<file path="src/sdci_pkg.sv">
// constants and types for the sdram command interface and initialization block
// Behaviour
// - address lines carry 11-bit row on activate, 8-bit column on read/write
// - bank select picks bank to open on activate, bank to access on read/write
// - chip select high disables decoder; running burst continues undisturbed
// - command decoded from row strobe, column strobe and write enable at one edge
// - read byte mask high tri-states that output byte two cycles later
// - write byte mask high blocks that byte's write in the same cycle
// - all inputs sampled only on the rising clock edge
// - clock gate low enters power down, clock suspend or self refresh
// - mode register undefined after power up; no access until programmed
// - mode set is all four strobes low; address lines give new parameters
// - mode register supports read latency of two or three cycles
// - mode register supports burst of one, two, four, eight words, full page
package sdci_pkg;
	localparam int ROW_W    = 11;
	localparam int COL_W    = 8;
	localparam int DATA_W   = 16;
	localparam int FIFO_DEPTH = 32;
	localparam int FIFO_W   = 1 + ROW_W + COL_W + 2 + DATA_W;

	// command codes as {rowStrobeN, colStrobeN, writeEnableN}
	localparam logic [2:0] CMD_MODE_SET  = 3'h0;
	localparam logic [2:0] CMD_REFRESH   = 3'h1;
	localparam logic [2:0] CMD_PRECHARGE = 3'h2;
	localparam logic [2:0] CMD_ACTIVATE  = 3'h3;
	localparam logic [2:0] CMD_WRITE     = 3'h4;
	localparam logic [2:0] CMD_READ      = 3'h5;
	localparam logic [2:0] CMD_STOP      = 3'h6;

	localparam int PRECHARGE_ALL_BIT = 10;

	// mode register fields
	localparam int BL_LSB      = 0;
	localparam int BT_BIT      = 3;
	localparam int CL_LSB      = 4;
	localparam logic [10:0] MODE_RST = 11'h000;
	localparam logic [2:0] BL_1    = 3'h0;
	localparam logic [2:0] BL_2    = 3'h1;
	localparam logic [2:0] BL_4    = 3'h2;
	localparam logic [2:0] BL_8    = 3'h3;
	localparam logic [2:0] BL_FULL = 3'h7;
	localparam logic [2:0] CL_2    = 3'h2;
	localparam logic [2:0] CL_3    = 3'h3;

	localparam logic [3:0] INIT_REFRESH_COUNT = 4'h8;

	typedef enum logic [1:0] {PWR_AWAKE, PWR_DOWN, PWR_SUSPEND, PWR_SELF_REFRESH} sdci_power_e;
	typedef enum logic [1:0] {BURST_IDLE, BURST_READ, BURST_WRITE} sdci_burst_e;
endpackage : sdci_pkg

</file>
<file path="src/sdci_fifo.sv">
// parameterised first-in first-out buffer with valid/ready on both sides
`timescale 1ns/1ps
module sdci_fifo #(
	parameter int WIDTH = 38,
	parameter int DEPTH = 32
) (
	input  wire logic             clk,
	input  wire logic             srst,
	input  wire logic             inValid,
	output logic                  inReady,
	input  wire logic [WIDTH-1:0] inData,
	output logic                  outValid,
	input  wire logic             outReady,
	output logic [WIDTH-1:0]      outData
);
	localparam int AW = $clog2(DEPTH);

	logic [WIDTH-1:0] mem [DEPTH];
	logic [AW:0]      wrPtr_q;
	logic [AW:0]      rdPtr_q;

	wire empty = (wrPtr_q == rdPtr_q);
	wire full  = (wrPtr_q[AW] != rdPtr_q[AW]) && (wrPtr_q[AW-1:0] == rdPtr_q[AW-1:0]);
	wire push  = inValid && !full;
	wire pop   = !empty && outReady;

	assign inReady  = !full;
	assign outValid = !empty;
	assign outData  = mem[rdPtr_q[AW-1:0]];

	always_ff @(posedge clk) begin
		if (srst) begin
			wrPtr_q <= '0;
			rdPtr_q <= '0;
		end else begin
			if (push)
				wrPtr_q <= wrPtr_q + 1'b1;
			if (pop)
				rdPtr_q <= rdPtr_q + 1'b1;
		end
	end

	// storage needs no reset; pointers alone define contents
	always_ff @(posedge clk) begin
		if (push)
			mem[wrPtr_q[AW-1:0]] <= inData;
	end
endmodule : sdci_fifo

</file>
<file path="src/sdci_cmd_if.sv">
// sdram command decoder, mode register, bank state, burst sequencer and data masking
`timescale 1ns/1ps
module sdci_cmd_if
	import sdci_pkg::*;
(
	input  wire logic              clk,
	input  wire logic              srst,
	input  wire logic              csN,
	input  wire logic              rasN,
	input  wire logic              casN,
	input  wire logic              weN,
	input  wire logic              bankSel,
	input  wire logic [ROW_W-1:0]  addressLines,
	input  wire logic              upperByteMask,
	input  wire logic              lowerByteMask,
	input  wire logic              clockGate,
	input  wire logic [DATA_W-1:0] dataLinesIn,
	output logic [DATA_W-1:0]      dataLinesOut_q,
	output logic [1:0]             dataLinesOe_q,
	output logic                   coreRdReq_q,
	output logic                   coreRdBank_q,
	output logic [ROW_W-1:0]       coreRdRow_q,
	output logic [COL_W-1:0]       coreRdCol_q,
	input  wire logic [DATA_W-1:0] coreRdData,
	output logic                   coreWrValid_q,
	input  wire logic              coreWrReady,
	output logic [FIFO_W-1:0]      coreWrWord_q,
	output logic                   wrBufReady_q,
	output logic [ROW_W-1:0]       modeReg_q,
	output logic                   modeValid_q,
	output logic                   modeError_q,
	output logic                   initDone_q,
	output logic [1:0]             bankOpen_q,
	output sdci_power_e            powerState_q
);

	sdci_burst_e       burst_q;
	logic [COL_W-1:0]  startCol_q;
	logic [COL_W-1:0]  beat_q;
	logic              burstBank_q;
	logic [ROW_W-1:0]  rowAddr_q [2];
	logic [3:0]        refreshCnt_q;
	logic              rdS1Valid_q;
	logic              rdS2Valid_q;
	logic [DATA_W-1:0] rdS1Data_q;
	logic [DATA_W-1:0] rdS2Data_q;
	logic [1:0]        dqmD1_q;
	logic [1:0]        dqmD2_q;

	// command decode; a gated clock also blanks the decoder
	wire       cmdSel   = !csN && clockGate;
	wire [2:0] cmd      = {rasN, casN, weN};
	wire       banksIdle = (bankOpen_q == 2'b00);
	wire       isMrs    = cmdSel && cmd == CMD_MODE_SET && banksIdle;
	wire       isRef    = cmdSel && cmd == CMD_REFRESH && banksIdle;
	wire       isPre    = cmdSel && cmd == CMD_PRECHARGE;
	wire       isAct    = cmdSel && cmd == CMD_ACTIVATE && !bankOpen_q[bankSel];
	wire       isStop   = cmdSel && cmd == CMD_STOP;
	wire       accessOk = modeValid_q && bankOpen_q[bankSel];
	wire       newRd    = cmdSel && cmd == CMD_READ && accessOk;
	wire       newWr    = cmdSel && cmd == CMD_WRITE && accessOk;

	// mode fields
	wire [2:0] blCode     = modeReg_q[BL_LSB +: 3];
	wire       interleave = modeReg_q[BT_BIT];
	wire [2:0] clCode     = modeReg_q[CL_LSB +: 3];
	wire       cl3        = (clCode != CL_2);
	wire       blLegal    = (addressLines[BL_LSB +: 3] <= BL_8) || (addressLines[BL_LSB +: 3] == BL_FULL);
	wire       clLegal    = (addressLines[CL_LSB +: 3] == CL_2) || (addressLines[CL_LSB +: 3] == CL_3);
	logic [COL_W-1:0] blMask;
	always_comb begin
		case (blCode)
			BL_1:    blMask = 8'h00;
			BL_2:    blMask = 8'h01;
			BL_4:    blMask = 8'h03;
			BL_8:    blMask = 8'h07;
			default: blMask = 8'hff;
		endcase
	end

	// burst sequencing; suspend freezes the beat counter
	wire              contBeat = burst_q != BURST_IDLE && clockGate && !newRd && !newWr && !isStop && !isPre;
	wire              newAcc   = newRd || newWr;
	wire [COL_W-1:0]  beatIdx  = newAcc ? 8'h00 : beat_q;
	wire              lastBeat = (blCode != BL_FULL) && (beatIdx == blMask);
	wire [COL_W-1:0]  seqCol   = (startCol_q & ~blMask) | ((startCol_q + beat_q) & blMask);
	wire [COL_W-1:0]  runCol   = interleave ? (startCol_q ^ beat_q) : seqCol;
	wire [COL_W-1:0]  beatCol  = newAcc ? addressLines[COL_W-1:0] : runCol;
	wire              beatBank = newAcc ? bankSel : burstBank_q;
	wire              rdBeat   = newRd || (contBeat && burst_q == BURST_READ);
	wire              wrBeat   = newWr || (contBeat && burst_q == BURST_WRITE);

	// write path: masked bytes go to the core with their enable bit cleared; both masked means no entry
	wire [1:0]        byteMask  = {upperByteMask, lowerByteMask};
	wire              fifoInValid = wrBeat && byteMask != 2'b11;
	wire [FIFO_W-1:0] fifoInData  = {beatBank, rowAddr_q[beatBank], beatCol, ~byteMask, dataLinesIn};
	wire              fifoInReady;
	wire              fifoOutValid;
	wire [FIFO_W-1:0] fifoOutData;
	wire              fifoPop   = fifoOutValid && (!coreWrValid_q || coreWrReady);

	sdci_fifo #(.WIDTH(FIFO_W), .DEPTH(FIFO_DEPTH)) wrBuf (
		.clk      (clk),
		.srst     (srst),
		.inValid  (fifoInValid),
		.inReady  (fifoInReady),
		.inData   (fifoInData),
		.outValid (fifoOutValid),
		.outReady (fifoPop),
		.outData  (fifoOutData)
	);

	wire rdCapture = coreRdReq_q;

	// all state moves on the rising edge only
	always_ff @(posedge clk) begin
		if (srst) begin
			modeReg_q   <= MODE_RST;
			modeValid_q <= 1'b0;
			modeError_q <= 1'b0;
		end else if (isMrs) begin
			modeReg_q   <= addressLines;
			modeValid_q <= 1'b1;
			modeError_q <= !(blLegal && clLegal);
		end
	end

	always_ff @(posedge clk) begin
		if (srst) begin
			bankOpen_q   <= 2'b00;
			rowAddr_q[0] <= '0;
			rowAddr_q[1] <= '0;
		end else if (isAct) begin
			bankOpen_q[bankSel] <= 1'b1;
			rowAddr_q[bankSel]  <= addressLines;
		end else if (isPre) begin
			if (addressLines[PRECHARGE_ALL_BIT])
				bankOpen_q <= 2'b00;
			else
				bankOpen_q[bankSel] <= 1'b0;
		end
	end

	always_ff @(posedge clk) begin
		if (srst) begin
			refreshCnt_q <= 4'h0;
			initDone_q   <= 1'b0;
		end else begin
			if (isRef && refreshCnt_q != INIT_REFRESH_COUNT)
				refreshCnt_q <= refreshCnt_q + 4'h1;
			initDone_q <= modeValid_q && refreshCnt_q == INIT_REFRESH_COUNT;
		end
	end

	always_ff @(posedge clk) begin
		if (srst) begin
			burst_q     <= BURST_IDLE;
			startCol_q  <= '0;
			beat_q      <= '0;
			burstBank_q <= 1'b0;
		end else if (newAcc) begin
			burst_q     <= lastBeat ? BURST_IDLE : (newRd ? BURST_READ : BURST_WRITE);
			startCol_q  <= addressLines[COL_W-1:0];
			beat_q      <= 8'h01;
			burstBank_q <= bankSel;
		end else if (contBeat) begin
			if (lastBeat)
				burst_q <= BURST_IDLE;
			beat_q <= beat_q + 8'h01;
		end else if (isStop || isPre) begin
			burst_q <= BURST_IDLE;
		end
	end

	// low-power state chosen from what is running when the gate drops
	always_ff @(posedge clk) begin
		if (srst)
			powerState_q <= PWR_AWAKE;
		else if (clockGate)
			powerState_q <= PWR_AWAKE;
		else if (powerState_q == PWR_AWAKE) begin
			if (burst_q != BURST_IDLE)
				powerState_q <= PWR_SUSPEND;
			else if (!csN && cmd == CMD_REFRESH && banksIdle)
				powerState_q <= PWR_SELF_REFRESH;
			else
				powerState_q <= PWR_DOWN;
		end
	end

	// read path: core answers in the request cycle; stages pad to the latency
	always_ff @(posedge clk) begin
		if (srst) begin
			coreRdReq_q  <= 1'b0;
			coreRdBank_q <= 1'b0;
			coreRdRow_q  <= '0;
			coreRdCol_q  <= '0;
			rdS1Valid_q  <= 1'b0;
			rdS2Valid_q  <= 1'b0;
			rdS1Data_q   <= '0;
			rdS2Data_q   <= '0;
			dqmD1_q      <= 2'b11;
			dqmD2_q      <= 2'b11;
			dataLinesOut_q <= '0;
			dataLinesOe_q  <= 2'b00;
		end else begin
			coreRdReq_q  <= rdBeat;
			coreRdBank_q <= beatBank;
			coreRdRow_q  <= rowAddr_q[beatBank];
			coreRdCol_q  <= beatCol;
			rdS1Valid_q  <= rdCapture && cl3;
			rdS1Data_q   <= coreRdData;
			rdS2Valid_q  <= cl3 ? rdS1Valid_q : rdCapture;
			rdS2Data_q   <= cl3 ? rdS1Data_q : coreRdData;
			dqmD1_q      <= byteMask;
			dqmD2_q      <= dqmD1_q;
			dataLinesOut_q <= rdS2Data_q;
			dataLinesOe_q  <= {2{rdS2Valid_q}} & ~dqmD2_q;
		end
	end

	// one-deep output stage keeps the core-side write port registered
	always_ff @(posedge clk) begin
		if (srst) begin
			coreWrValid_q <= 1'b0;
			coreWrWord_q  <= '0;
			wrBufReady_q  <= 1'b0;
		end else begin
			wrBufReady_q <= fifoInReady;
			if (fifoPop) begin
				coreWrValid_q <= 1'b1;
				coreWrWord_q  <= fifoOutData;
			end else if (coreWrReady)
				coreWrValid_q <= 1'b0;
		end
	end
endmodule : sdci_cmd_if

</file>
<file path="config.mk">
export PLATFORM = sky130hd
export DESIGN_NAME = sdci_cmd_if
export DESIGN_NICKNAME = d
export VERILOG_FILES = /design/src/sdci_pkg.sv /design/src/sdci_fifo.sv /design/src/sdci_cmd_if.sv
export SDC_FILE = /design/constraint.sdc
export NUM_CORES = 2
export LEC_CHECK = 0
export BUFFER_PORTS_ARGS = -buffer_cell sky130_fd_sc_hd__buf_2
export CORE_MARGIN = 2
export CORE_UTILIZATION = 30
export DETAILED_ROUTE_END_ITERATION = 8
export SYNTH_ARGS = -nofsm -noshare
export SYNTH_HDL_FRONTEND = slang
export SYNTH_SLANG_ARGS = --single-unit
</file>
<file path="constraint.sdc">
create_clock -name clk -period 10.3 [get_ports clk]
set_input_delay 2.06 -clock clk [delete_from_list [all_inputs] [get_ports clk]]
set_output_delay 2.06 -clock clk [all_outputs]
set_load 0.01 [all_outputs]
</file>
==> results.md <==
* Residual antenna-violating net count after detailed routing at 0
* Top cell type by total area after synthesis: sky130_fd_sc_hd__edfxtp_1
* Most used standard cell by instance count after synthesis: sky130_fd_sc_hd__edfxtp_1
* Global routing met2 resource utilization at 24.2%
* Count of nets after finishing at 2,962
* Number of buffers added on ports at 150
* Top Ports at 151
* Post-route minimum period at 4720 ps
* Share of async-settable or async-resettable flops after synthesis at 0%
* Proportion of layout cells with a drive suffix above 1 at 26.6%
* Layer with the highest usage after global routing: met2
* Required @ worst endpoint at 10,710 ps
* DRC violations left at 0
* H-Tree Level Count at 4
* Final Skew at 32.0 ps
* Avg Cell Area, Syn at 19.9 um2
* Hold-fix buffers at CTS at 0
* Count of different cell masters after synthesis at 65
* Clock transition time at the flip-flop clock pins of the worst setup and hold paths at 60 ps
* Die extent in x at 426 um
* Proportion of synthesized chip area in sequential cells at 76.0%
* DIE AREA at 0.181 mm2
* Critical Path End Type: flip-flop
* Post-synth top flop: sky130_fd_sc_hd__edfxtp_1
* Net Count, Synth at 2,755
* Final number of setup-violating endpoints at 0
* Overall fraction of global-route tracks in use at 14.7%
* Overall overflow remaining after global route at 0
* Worst-case headroom to the max-slew limit at 21.2%
* Area of the mapped netlist at 0.0534 mm2
* Worst ir drop on vdd at 132 uV
* Result of the run: finished clean
* Routability congestion estimate from global placement at 0.763
* Initial antenna violation count at 3
* HPWL after detailed placement at 78.7 mm
* Number of buffers on the longest clock path at 3
* Core footprint at 0.176 mm2
* Post-CTS repair timing setup buffer count at 0
* Detailed Routing Iterations Pass 1 at 5
* Slew at the pin closest to its max-slew limit at 1180 ps
* Vertical die dimension at 426 um
* Count of flip-flops with a built-in enable after synthesis at 1,238
* WS Path Type: input port to flip-flop
* Most area-consuming cells after synthesis: sky130_fd_sc_hd__edfxtp_1, sky130_fd_sc_hd__mux4_2, sky130_fd_sc_hd__dfxtp_1, sky130_fd_sc_hd__a22oi_1, sky130_fd_sc_hd__a21oi_1
* Global-route met1 utilization at 19.2%
* Clock Sink Count at 1,407
* Clk_lat worst skew at 760 ps
* Crit path arrival time at 5130 ps
* Total Routed Length at 134 mm
* Number of filler cells placed in the layout at 16,508
* Min-Delay Path Depth at 1
* Routed wire length per instance at 24.9 um
* Post-synthesis sequential element count at 1,407
* Avg Vias per Cell at 4.94
* Setup Slack @ Placement at 4780 ps
* Layout-stage area growth over the synthesis result at 15.7%
* Clock tree root buffer cell: sky130_fd_sc_hd__clkbuf_16
* Final worst slack at 5580 ps
* Total number of vias at 26,455
* Count of yosys warnings during synthesis at 0
* R2R depth at 7
* First-pass GRT wire length at 194 mm
* Count of pins over their slew limit at 0
* Total CTS buffers at 146
* Cts repair resizes at 0
* Via count of the first global-routing pass at 27,143
* CTS tree: built
* Biggest fanout along the worst timing path at 20
* Classification of the worst-slack hold path: flip-flop to flip-flop
* Final hold violation count at 0
* Crit share post-route at 45.8%
* Maximum number of pins on one net before global-route repair at 96
* Global-route track usage on met3 at 3.00%
* Highest clock frequency the design can meet at 212 MHz
* Pwr dens at 196 mW/mm2
* Effective utilization at floorplan at 30.2%
* Count of mapped cells out of synthesis at 2,685
* Number of maximum-capacitance violations at 0
* Setup TNS Final at 0 ps
* Most numerous cell types in the synthesized netlist: sky130_fd_sc_hd__edfxtp_1, sky130_fd_sc_hd__mux4_2, sky130_fd_sc_hd__dfxtp_1
* Leakage power of the design at 19.1 nW
* First-iteration detailed-routing DRC count at 2,500
* Site Rows at 154
* Pwr Total at 12.1 mW
* Critical path launch point type: input port
* Unrepaired setup endpoints after global routing: false
* Share of the synthesized area in the top cell type at 69.7%
[sequential cells by signal (all words and copies together), names as in the netlist, 11 cells and up]
signal / count
modeReg_q: 11
rdS2Data_q: 16
coreWrWord_q: 38
wrBuf.mem: 1216
rdS1Data_q: 16
rowAddr_q: 22
dataLinesOut_q: 16
coreRdRow_q: 11
[layout make-up]
type | count | area (um2) | share of cell area, %
tap | 2340 | 2930 | 4.74
multi-input combinational | 1106 | 12300 | 20.0
antenna | 3 | 7.51 | 0.0122
timing repair buffer | 216 | 1260 | 2.05
clock buffer | 202 | 4030 | 6.52
sequential | 1407 | 40600 | 65.7
clock inverter | 67 | 559 | 0.906
inverter | 15 | 56.3 | 0.0912
[kinds of logic after synthesis]
family	after synthesis	synth area share, %
AND/OR/NAND/NOR	376	3.60
adder cells (fa/ha/maj)	16	0.389
flip-flops	1407	76.0
AO/OA/AOI/OAI	353	4.50
multiplexers	335	13.5
XOR/XNOR	26	0.427
buffers and inverters	172	1.52
[stage by stage]
step                cells  hold slack [ps]  cell area (um2)  util [%]
finish               5356              385            61700      35.0
detailed placement   5084              381            57100      32.4
floorplan            2685              368            53400         -
global route         5353              410            61700      35.0
global placement     5084              382            57100      32.4
CTS                  5353              390            61700      35.0
[cells in the final DEF, fill, tap and decap left out, types with 7 or more instances in the layout]
master                         n
sky130_fd_sc_hd__o22a_1       16
sky130_fd_sc_hd__inv_1        14
sky130_fd_sc_hd__buf_2       149
sky130_fd_sc_hd__xor2_1       19
sky130_fd_sc_hd__mux2i_1      17
sky130_fd_sc_hd__a21oi_1     101
sky130_fd_sc_hd__nor3_1       16
sky130_fd_sc_hd__clkinv_2     15
sky130_fd_sc_hd__buf_4        65
sky130_fd_sc_hd__nand4_1       7
sky130_fd_sc_hd__a211oi_1     40
sky130_fd_sc_hd__edfxtp_1   1238
sky130_fd_sc_hd__xnor2_1       7
sky130_fd_sc_hd__mux2_4        7
sky130_fd_sc_hd__o21ai_0      14
sky130_fd_sc_hd__clkbuf_8     10
sky130_fd_sc_hd__nor2b_1      54
sky130_fd_sc_hd__clkbuf_1     43
sky130_fd_sc_hd__nand2_1      76
sky130_fd_sc_hd__nor2_4       33
sky130_fd_sc_hd__mux4_2      304
sky130_fd_sc_hd__nor2_1       99
sky130_fd_sc_hd__and2_1       25
sky130_fd_sc_hd__or2_2         8
sky130_fd_sc_hd__clkinv_1     30
sky130_fd_sc_hd__ha_1         15
sky130_fd_sc_hd__dfxtp_1     166
sky130_fd_sc_hd__clkbuf_16   149
sky130_fd_sc_hd__a22oi_1     153
[critical path, stage by stage]
cell and delay [ps]:
sky130_fd_sc_hd__buf_2 180, sky130_fd_sc_hd__mux2_4 360, sky130_fd_sc_hd__nand3_4 240, sky130_fd_sc_hd__mux2i_4 460, sky130_fd_sc_hd__and2_1 430, sky130_fd_sc_hd__nand2_4 260, sky130_fd_sc_hd__nor2_4 640, sky130_fd_sc_hd__buf_4 460
[final timing paths]
| path | startpoint | end | slack, ps |
|---|---|---|---|
| worst max-delay path | bankSel | wrBuf.mem[17][12]$_DFFE_PP_ | 5580 |
| worst min-delay path | dqmD2_q[1]$_SDFF_PP1_ | dataLinesOe_q[1]$_SDFF_PP0_ | 380 |
| worst max register to register | wrBuf.rdPtr_q[0]$_SDFFE_PP0P_ | coreWrWord_q[3]$_SDFFE_PP0P_ | 6150 |
| worst min register to register | dqmD2_q[1]$_SDFF_PP1_ | dataLinesOe_q[1]$_SDFF_PP0_ | 380 |
[layer usage]
metal / wire length [um] / vias to the layer above
li1: - / 11389
met5: 17 / -
met3: 8350 / 191
met4: 4000 / 2
met2: 65800 / 873
met1: 55400 / 14000
[where the power goes]
| part | internal [mW] | leakage, nW | total, mW | switching, mW |
|---|---|---|---|---|
| clock network | 2.90 | 2.23 | 5.07 | 2.17 |
| logic | 0.331 | 4.52 | 0.761 | 0.429 |
| registers | 6.23 | 12.3 | 6.27 | 0.0378 |
| total | 9.46 | 19.1 | 12.1 | 2.64 |
(Power assumes the default switching activity.)
